===== src/pkg/tcb_pkg.sv =====
// package: register map, field positions, reset values and mode codes of the timer block
package tcb_pkg;

    // -------------------------------------------------
    // register offsets (data space)
    // -------------------------------------------------
    localparam logic [7:0] TCB_OFF_FLAGS      = 8'h37;
    localparam logic [7:0] TCB_IO_SPACE_DELTA = 8'h20;
    localparam logic [7:0] TCB_OFF_MASK       = 8'h70;
    localparam logic [7:0] TCB_OFF_CTRL_A     = 8'hb0;
    localparam logic [7:0] TCB_OFF_CTRL_B     = 8'hb1;
    localparam logic [7:0] TCB_OFF_COUNT      = 8'hb2;
    localparam logic [7:0] TCB_OFF_CMP_A      = 8'hb3;
    localparam logic [7:0] TCB_OFF_CMP_B      = 8'hb4;

    // -------------------------------------------------
    // field positions
    // -------------------------------------------------
    localparam int TCB_BIT_FORCE_A  = 7;
    localparam int TCB_BIT_FORCE_B  = 6;
    localparam int TCB_BIT_WAVE_HI  = 3;
    localparam int TCB_BIT_CMP_B    = 2;
    localparam int TCB_BIT_CMP_A    = 1;
    localparam int TCB_BIT_OVF      = 0;
    localparam int TCB_BIT_OMODE_A  = 6;
    localparam int TCB_BIT_OMODE_B  = 4;

    // -------------------------------------------------
    // reset values and limits
    // -------------------------------------------------
    localparam logic [7:0] TCB_RESET_VAL = 8'h00;
    localparam logic [7:0] TCB_MAX       = 8'hff;
    localparam logic [7:0] TCB_BOTTOM    = 8'h00;
    localparam logic [7:0] TCB_CTRL_B_RD = 8'h0f;
    localparam logic [7:0] TCB_CTRL_A_RD = 8'hf3;
    localparam logic [7:0] TCB_MASK_RD   = 8'h07;

    // -------------------------------------------------
    // prescaler divisors
    // -------------------------------------------------
    localparam int TCB_DIV_8    = 8;
    localparam int TCB_DIV_32   = 32;
    localparam int TCB_DIV_64   = 64;
    localparam int TCB_DIV_128  = 128;
    localparam int TCB_DIV_256  = 256;
    localparam int TCB_DIV_1024 = 1024;

    // -------------------------------------------------
    // waveform modes (value of the three mode bits)
    // -------------------------------------------------
    localparam logic [2:0] TCB_WM_NORMAL   = 3'h0;
    localparam logic [2:0] TCB_WM_PC_FF    = 3'h1;
    localparam logic [2:0] TCB_WM_CTC      = 3'h2;
    localparam logic [2:0] TCB_WM_FAST_FF  = 3'h3;
    localparam logic [2:0] TCB_WM_PC_OCRA  = 3'h5;
    localparam logic [2:0] TCB_WM_FAST_TOP = 3'h7;

    typedef enum logic [1:0] {
        TCB_OM_OFF,
        TCB_OM_TOGGLE,
        TCB_OM_CLEAR,
        TCB_OM_SET
    } tcb_out_mode_t;

endpackage


===== src/core/tcb_timer.sv =====
// timer/counter with two compare channels, prescaler and flag/mask registers
// Notes on behaviour
// - writing one to a force bit in non-pwm mode forces that channel's output action.
// - force bits have no effect while any pwm mode is selected.
// - forced compare sets no flag, raises no interrupt, never clears the counter.
// - force bits are strobes, always read back as zero.
// - clock select 0 stops; 1..7 give divide by 1,8,32,64,128,256,1024.
// - counter register is read and written directly by software.
// - a counter write blocks compare matching on the next timer tick.
// - both compare registers are compared continuously; match sets flag, drives output.
// - compare b interrupt requested only when enable, global enable and flag set.
// - compare a interrupt requested only when enable, global enable and flag set.
// - overflow interrupt requested only when enable, global enable and flag set.
// - compare b flag at bit 2 sets on counter match with compare b.
// - compare a flag at bit 1 sets on counter match with compare a.
// - each flag clears when the core executes its interrupt vector.
// - writing one to a flag bit clears it; zero leaves it.
// - flag register answers at data offset and at io offset lower by 0x20.
// - overflow flag sets on overflow, or at bottom turnaround in phase-correct pwm modes.
// - mode-high bit joins two low mode bits to select sequence, top, waveform.
`timescale 1ns/10ps

module tcb_timer
    import tcb_pkg::*;
(
    input  wire logic       sys_clk,
    input  wire logic       rst_n,
    input  wire logic [7:0] bus_addr,
    input  wire logic [7:0] bus_wdata,
    input  wire logic       bus_wr,
    input  wire logic       bus_rd,
    output logic      [7:0] bus_rdata,
    input  wire logic       global_irq_en,
    input  wire logic       vec_ack_cmp_a,
    input  wire logic       vec_ack_cmp_b,
    input  wire logic       vec_ack_ovf,
    output logic            irq_cmp_a,
    output logic            irq_cmp_b,
    output logic            irq_ovf,
    output logic            wave_out_a,
    output logic            wave_out_b
);

    // ------------------------------------------------
    // reset release
    // ------------------------------------------------
    logic rst_s1_reg, rst_s2_reg;
    always_ff @(posedge sys_clk or negedge rst_n) begin
        if (!rst_n) begin
            rst_s1_reg <= 1'b0;
            rst_s2_reg <= 1'b0;
        end else begin
            rst_s1_reg <= 1'b1;
            rst_s2_reg <= rst_s1_reg;
        end
    end
    logic rst_n_int;
    assign rst_n_int = rst_s2_reg;

    // ------------------------------------------------
    // functions
    // ------------------------------------------------
    function automatic logic wave_next(input logic cur, input logic [1:0] om, input logic up);
        logic r;
        r = cur;
        case (tcb_out_mode_t'(om))
            TCB_OM_OFF:    r = cur;
            TCB_OM_TOGGLE: r = ~cur;
            TCB_OM_CLEAR:  r = ~up;
            TCB_OM_SET:    r = up;
            default:       r = cur;
        endcase
        return r;
    endfunction

    function automatic logic is_pwm(input logic [2:0] wm);
        return wm[0];
    endfunction

    function automatic logic div_tick(input logic [9:0] cnt, input int div);
        logic [9:0] m;
        m = 10'(div - 1);
        return (cnt & m) == m;
    endfunction

    // ------------------------------------------------
    // registers
    // ------------------------------------------------
    logic [7:0] ctrl_a_reg;
    logic       wave_mode_hi_bit_reg;
    logic [2:0] clk_select_reg;
    logic [7:0] count_value_reg;
    logic [7:0] compare_a_value_reg;
    logic [7:0] compare_b_value_reg;
    logic [2:0] irq_mask_reg;
    logic [2:0] irq_flag_reg;
    logic       count_down_reg;
    logic       block_match_reg;
    logic [9:0] presc_reg;
    logic       wave_a_reg, wave_b_reg;

    logic [2:0] wave_mode_sel;
    logic       pwm;
    logic       flag_sel;
    logic       wr_ctrl_b, wr_count;
    assign wave_mode_sel = {wave_mode_hi_bit_reg, ctrl_a_reg[1:0]};
    assign pwm           = is_pwm(wave_mode_sel);
    assign flag_sel      = (bus_addr == TCB_OFF_FLAGS) ||
                           (bus_addr == TCB_OFF_FLAGS - TCB_IO_SPACE_DELTA);
    assign wr_ctrl_b     = bus_wr && (bus_addr == TCB_OFF_CTRL_B);
    assign wr_count      = bus_wr && (bus_addr == TCB_OFF_COUNT);

    // ------------------------------------------------
    // prescaler tick
    // ------------------------------------------------
    logic tick;
    always_comb begin
        case (clk_select_reg)
            3'h0:    tick = 1'b0;
            3'h1:    tick = 1'b1;
            3'h2:    tick = div_tick(presc_reg, TCB_DIV_8);
            3'h3:    tick = div_tick(presc_reg, TCB_DIV_32);
            3'h4:    tick = div_tick(presc_reg, TCB_DIV_64);
            3'h5:    tick = div_tick(presc_reg, TCB_DIV_128);
            3'h6:    tick = div_tick(presc_reg, TCB_DIV_256);
            3'h7:    tick = div_tick(presc_reg, TCB_DIV_1024);
            default: tick = 1'b0;
        endcase
    end

    always_ff @(posedge sys_clk or negedge rst_n_int) begin
        if (!rst_n_int) begin
            presc_reg <= 10'h000;
        end else begin
            presc_reg <= presc_reg + 10'h001;
        end
    end

    // ------------------------------------------------
    // top value and match detection
    // ------------------------------------------------
    logic [7:0] top;
    logic       match_a, match_b, at_top;
    always_comb begin
        case (wave_mode_sel)
            TCB_WM_CTC, TCB_WM_PC_OCRA, TCB_WM_FAST_TOP: top = compare_a_value_reg;
            default:                                     top = TCB_MAX;
        endcase
    end
    assign at_top  = count_value_reg == top;
    assign match_a = tick && !block_match_reg && (count_value_reg == compare_a_value_reg);
    assign match_b = tick && !block_match_reg && (count_value_reg == compare_b_value_reg);

    // ------------------------------------------------
    // counter
    // ------------------------------------------------
    logic pc_mode;
    logic ovf_evt;
    assign pc_mode = (wave_mode_sel == TCB_WM_PC_FF) || (wave_mode_sel == TCB_WM_PC_OCRA);
    always_comb begin
        if (!tick) begin
            ovf_evt = 1'b0;
        end else if (pc_mode) begin
            ovf_evt = count_down_reg && (count_value_reg == TCB_BOTTOM);
        end else if (wave_mode_sel == TCB_WM_FAST_TOP) begin
            ovf_evt = at_top;
        end else begin
            ovf_evt = count_value_reg == TCB_MAX;
        end
    end

    always_ff @(posedge sys_clk or negedge rst_n_int) begin
        if (!rst_n_int) begin
            count_value_reg <= TCB_RESET_VAL;
            count_down_reg  <= 1'b0;
        end else if (wr_count) begin
            count_value_reg <= bus_wdata;
        end else if (tick) begin
            if (pc_mode) begin
                if (!count_down_reg && at_top) begin
                    count_down_reg  <= 1'b1;
                    count_value_reg <= count_value_reg - 8'h01;
                end else if (count_down_reg && count_value_reg == TCB_BOTTOM) begin
                    count_down_reg  <= 1'b0;
                    count_value_reg <= count_value_reg + 8'h01;
                end else if (count_down_reg) begin
                    count_value_reg <= count_value_reg - 8'h01;
                end else begin
                    count_value_reg <= count_value_reg + 8'h01;
                end
            end else if (wave_mode_sel != TCB_WM_NORMAL && at_top) begin
                count_value_reg <= TCB_BOTTOM; // reaching top clears, even when matching is blocked; forced compares do not
            end else begin
                count_value_reg <= count_value_reg + 8'h01;
            end
        end
    end

    always_ff @(posedge sys_clk or negedge rst_n_int) begin
        if (!rst_n_int) begin
            block_match_reg <= 1'b0;
        end else if (wr_count) begin
            block_match_reg <= 1'b1;
        end else if (tick) begin
            block_match_reg <= 1'b0;
        end
    end

    // ------------------------------------------------
    // control and data registers
    // ------------------------------------------------
    always_ff @(posedge sys_clk or negedge rst_n_int) begin
        if (!rst_n_int) begin
            ctrl_a_reg           <= TCB_RESET_VAL;
            wave_mode_hi_bit_reg <= 1'b0;
            clk_select_reg       <= 3'h0;
            compare_a_value_reg  <= TCB_RESET_VAL;
            compare_b_value_reg  <= TCB_RESET_VAL;
            irq_mask_reg         <= 3'h0;
        end else if (bus_wr) begin
            case (bus_addr)
                TCB_OFF_CTRL_A: ctrl_a_reg <= bus_wdata & TCB_CTRL_A_RD;
                TCB_OFF_CTRL_B: begin
                    wave_mode_hi_bit_reg <= bus_wdata[TCB_BIT_WAVE_HI];
                    clk_select_reg       <= bus_wdata[2:0];
                end
                TCB_OFF_CMP_A:  compare_a_value_reg <= bus_wdata;
                TCB_OFF_CMP_B:  compare_b_value_reg <= bus_wdata;
                TCB_OFF_MASK:   irq_mask_reg <= bus_wdata[2:0];
                default:        ;
            endcase
        end
    end

    // ------------------------------------------------
    // flags: hardware set wins over clear
    // ------------------------------------------------
    logic [2:0] set_v, clr_v;
    assign set_v = {match_b, match_a, ovf_evt};
    assign clr_v = ((bus_wr && flag_sel) ? bus_wdata[2:0] : 3'h0) |
                   {vec_ack_cmp_b, vec_ack_cmp_a, vec_ack_ovf};
    always_ff @(posedge sys_clk or negedge rst_n_int) begin
        if (!rst_n_int) begin
            irq_flag_reg <= 3'h0;
        end else begin
            irq_flag_reg <= (irq_flag_reg & ~clr_v) | set_v;
        end
    end

    assign irq_cmp_b = global_irq_en & irq_mask_reg[TCB_BIT_CMP_B] & irq_flag_reg[TCB_BIT_CMP_B];
    assign irq_cmp_a = global_irq_en & irq_mask_reg[TCB_BIT_CMP_A] & irq_flag_reg[TCB_BIT_CMP_A];
    assign irq_ovf   = global_irq_en & irq_mask_reg[TCB_BIT_OVF] & irq_flag_reg[TCB_BIT_OVF];

    // ------------------------------------------------
    // waveform outputs
    // ------------------------------------------------
    logic force_a, force_b, up_now;
    assign force_a = wr_ctrl_b && bus_wdata[TCB_BIT_FORCE_A] && !pwm;
    assign force_b = wr_ctrl_b && bus_wdata[TCB_BIT_FORCE_B] && !pwm;
    assign up_now  = !pc_mode || !count_down_reg;
    always_ff @(posedge sys_clk or negedge rst_n_int) begin
        if (!rst_n_int) begin
            wave_a_reg <= 1'b0;
            wave_b_reg <= 1'b0;
        end else begin
            if (force_a || match_a) begin
                wave_a_reg <= wave_next(wave_a_reg, ctrl_a_reg[TCB_BIT_OMODE_A +: 2], up_now);
            end
            if (force_b || match_b) begin
                wave_b_reg <= wave_next(wave_b_reg, ctrl_a_reg[TCB_BIT_OMODE_B +: 2], up_now);
            end
        end
    end
    assign wave_out_a = wave_a_reg;
    assign wave_out_b = wave_b_reg;

    // ------------------------------------------------
    // read data
    // ------------------------------------------------
    always_ff @(posedge sys_clk or negedge rst_n_int) begin
        if (!rst_n_int) begin
            bus_rdata <= 8'h00;
        end else if (bus_rd) begin
            if (flag_sel) begin
                bus_rdata <= {5'h00, irq_flag_reg};
            end else begin
                case (bus_addr)
                    TCB_OFF_MASK:   bus_rdata <= {5'h00, irq_mask_reg};
                    TCB_OFF_CTRL_A: bus_rdata <= ctrl_a_reg;
                    TCB_OFF_CTRL_B: bus_rdata <= {4'h0, wave_mode_hi_bit_reg, clk_select_reg};
                    TCB_OFF_COUNT:  bus_rdata <= count_value_reg;
                    TCB_OFF_CMP_A:  bus_rdata <= compare_a_value_reg;
                    TCB_OFF_CMP_B:  bus_rdata <= compare_b_value_reg;
                    default:        bus_rdata <= 8'h00;
                endcase
            end
        end
    end

endmodule


===== config.mk =====
export PLATFORM = sky130hd
export DESIGN_NAME = tcb_timer
export DESIGN_NICKNAME = d
export VERILOG_FILES = /design/src/pkg/tcb_pkg.sv /design/src/core/tcb_timer.sv
export SDC_FILE = /design/constraint.sdc
export NUM_CORES = 1
export LEC_CHECK = 0
export ABC_AREA = 1
export BUFFER_PORTS_ARGS = -buffer_cell sky130_fd_sc_hd__buf_2
export CORE_UTILIZATION = 25
export CTS_CLUSTER_DIAMETER = 40
export DETAILED_ROUTE_END_ITERATION = 8
export GPL_ROUTABILITY_DRIVEN = 0
export MAX_ROUTING_LAYER = met4
export PLACE_DENSITY = 0.37
export SLEW_MARGIN = 20
export SYNTH_ARGS = -nofsm -noshare
export SYNTH_HDL_FRONTEND = slang
export SYNTH_SLANG_ARGS = --single-unit

===== constraint.sdc =====
create_clock -name sys_clk -period 2.69 [get_ports sys_clk]
set_input_delay 0.1345 -clock sys_clk [delete_from_list [all_inputs] [get_ports sys_clk]]
set_output_delay 0.1345 -clock sys_clk [all_outputs]
set_load 0.1 [all_outputs]

==> impl_metrics.toml <==
[layout]
antenna_cells = 0
drive_above_1_share_pct = 17.8
fill_cells = 1767
syn_to_final_growth_pct = 17.3
largest_reg_flops = 10
nNetsFinal = 620
fin_cells = 811

[sta]
holdWs_ns = 0.0518
setup_slack_ns = 0.600
setup_violations = 0
tightest_slew_ns = 0.531
slew_violations = 0
grt_setup_unrepaired = "false"
fin_crit_ns = 2.09
min_period_over_period_pct = 77.7
slew_headroom_pct = 64.3
timing.clock.skew_ns = 0.00784
setup_tns_ns = 0
max_freq_ghz = 0.478
finalHoldViolCount = 0

[setup_path]
start_kind = "register"
cp_top_family = "simple AND/OR/NAND/NOR gates"
cpPeakStageDelay_ns = 0.39
endpoint_kind = "register"
worstSetupPathType = "register to register"
crit_top_cell = "nand2_1"
critPathMaxFanout = 5
worst_ep_required_time_ns = 2.92
worst-path-buf-inv = 2
path_cells = "ha_1 -> nand2_1 -> nor2_1 -> ha_1 -> nand2_1 -> a21oi_1 -> a22oi_2 -> nand2_2 -> nor2_2 -> clkinv_1 -> o21ai_1 -> inv_1 -> nand2_1 -> nand2_1"
crit_start = "presc_reg[0]"
crit_slowest_cell = "dfrtp_1"
r2r_start = "presc_reg[0]"
cp.arrival_ns = 2.32

[placement]
place_inst = 792
hpwl_um = 10300
place_ws_ns = 0.588
port_buffers = 36

[detailed_routing]
drt_first_pass_iters = 5
drcViolationCount = 0
viasPerCell = 4.57
ant_nets = 0
wl_um = 13400
via_count = 3707
drtIter0Drc = 182
wl_per_cell_um = 16.5

[logic_synthesis]
ys_warn_count = 0
synth-simple-area-share_pct = 30.6
synth_xor_area_share_pct = 5.38
synth.most_common_cell = "nand2_1"
ys_ff_latch = 64
synth_commonest_cells = "nand2_1 (157), dfrtp_1 (64), inv_1 (62), o21ai_1 (34), nand3_1 (31)"
syn-cell-area_um2 = 4070
yosysTopAreaCellShare_pct = 39.3
ys.flop_type = "dfrtp_1"
synth.area.top_cells = "dfrtp_1 (39%), nand2_1 (14%), inv_1 (5.7%)"
syn_nets = 579
synth-edff-count = 0
synth_top_family_by_area = "simple AND/OR/NAND/NOR gates"
synthMuxAreaShare_pct = 0
synth_compound_area_share_pct = 13.0
yosysTopAreaCell = "dfrtp_1"
yosys.area_share.adder_pct = 1.84
ys_seq_area_share_pct = 39.3
syn-instance-count = 549
synth_async_sr_flop_share_pct = 100
syn_area_per_cell_um2 = 7.42
synth_cell_types = 46

[cts]
cts.sinks = 64
path_clk_slew_ns = 0.06
cts.path.max_buffers = 2
hold_buffers = 3
htreeDepth = 3
cts_made_buffers = 9
clock_tree.root_cell = "clkbuf_16"
cts_setup_buffers = 0
cts-resized-gates = 0
cts_tree = "done"
clk_latency_ns = 0.35

[floorplanning]
ioPinCount = 37
die_x_um = 130
initial_utilization_pct = 25.6
dieArea_um2 = 16800
rows = 46
core_area_um2 = 15900
die_y_um = 130

[global_route]
grt_pass1_vias = 3717
gr-total-overflow = 0
antenna_found_initial = 0
grt_max_degree = 44
grt_use_total_pct = 17.8
grt_pass1_wl_um = 21200

[worst_hold_path]
min_path_type = "input pin to register"
min_from = "bus_wdata[4]"

[power]
p_sw_uw = 1140
peakVddDrop_mv = 0.327
pwr-share-clk_pct = 35.6
combPwrFrac_pct = 26.6
p_sw_share_pct = 36.9
internal_power_uw = 1940
power_leakage_uw = 0.00242
seqPwrFrac_pct = 37.8
powerDensity_nw_per_um2 = 646

[run]
drv_cap = 0

[outcome]
run_status = "completed"
==> layout make-up <==
cell class	count	area (um2)	area share, %
multi-input cells	391	2070	43.4
flip-flops and latches	64	1600	33.6
inverters	82	313	6.55
well taps	216	270	5.66
repair buffers	42	245	5.13
clock buffers	9	225	4.72
clock inverters	7	47.5	0.996
==> metrics by stage <==
| step | instance area [um2] | power (uW) | util [%] |
|---|---|---|---|
| 5_1_grt | 4780 | 3280 | 30.1 |
| 4_1_cts | 4780 | 3120 | 30.1 |
| 6_report | 4780 | 3080 | 30.1 |
| 3_3_place_gp | 4470 | 2010 | 28.2 |
| 3_5_place_dp | 4470 | 2000 | 28.2 |
| 2_1_floorplan | 4070 | 1780 | - |
==> power groups by stage <==
stage,registers (uW),logic [uW],clock network (uW)
3_5_place_dp,1180,814,0
5_1_grt,1180,928,1170
4_1_cts,1170,822,1130
2_1_floorplan,1150,634,0
3_3_place_gp,1180,832,0
6_report,1170,819,1100
==> placed cells by master, fill, tap and decap left out, types with 2 or more instances in the layout <==
cell / Yosys / routed
nand2_1: 157 / 157
dfrtp_1: 64 / 63
inv_1: 62 / 62
buf_2: 5 / 36
o21ai_1: 34 / 34
nand3_1: 31 / 31
nor2_1: 30 / 30
xor2_1: 22 / 22
o21ai_0: 20 / 20
inv_2: 17 / 17
a21oi_1: 12 / 12
nor3_1: 10 / 10
clkbuf_16: 0 / 9
nand4_1: 8 / 8
nor2_2: 6 / 6
o22ai_1: 6 / 6
ha_1: 6 / 6
nand2_2: 5 / 5
o31ai_1: 4 / 4
a22oi_1: 4 / 4
nand3_2: 3 / 3
nor2_4: 3 / 3
xnor2_1: 3 / 3
clkinv_2: 0 / 3
dlygate4sd3_1: 0 / 3
nor3_2: 2 / 2
inv_4: 2 / 2
o2111ai_1: 2 / 2
nor4_2: 2 / 2
nand2_4: 2 / 2
nand4_2: 2 / 2
a31oi_1: 2 / 2
nor4_1: 2 / 2
o21a_1: 2 / 2
o211ai_1: 2 / 2
clkinvlp_4: 0 / 2
buf_4: 4 / 2
==> path summary, 6_finish.rpt <==
kind                                 endpoint  slack (ns)  depth (start not counted)
max                        count_value_reg[2]        0.60                         14
min                        count_value_reg[4]        0.05                          3
max reg2reg                count_value_reg[2]        0.60                         14
min reg2reg                      presc_reg[4]        0.26                          0
max in group asynchronous  count_value_reg[2]        1.79                          1
min in group asynchronous          rst_s1_reg        0.10                          2
==> kinds of logic after synthesis <==
family / Yosys count
AND/OR/NAND/NOR: 267
other: 1
flip-flops: 64
buffers and inverters: 94
AO/OA/AOI/OAI: 92
adder cells (fa/ha/maj): 6
XOR/XNOR: 25
==> layer usage <==
layer,routed length (um),global-route usage [%],vias up
li1,-,-,1860
met1,6580,23.1,1759
met2,6100,27.5,73
met3,501,3.51,15
met4,225,6.22,0
met5,0,-,-
==> worst register-to-register path, delay by kind of cell (launching register included) <==
kind                     cells  cell delay (ns)
AO/OA/AOI/OAI                3             0.36
AND/OR/NAND/NOR              7             0.67
adder cells (fa/ha/maj)      2             0.39
buffers and inverters        2             0.16
flip-flops                   1             0.39
(Power assumes the default switching activity.)
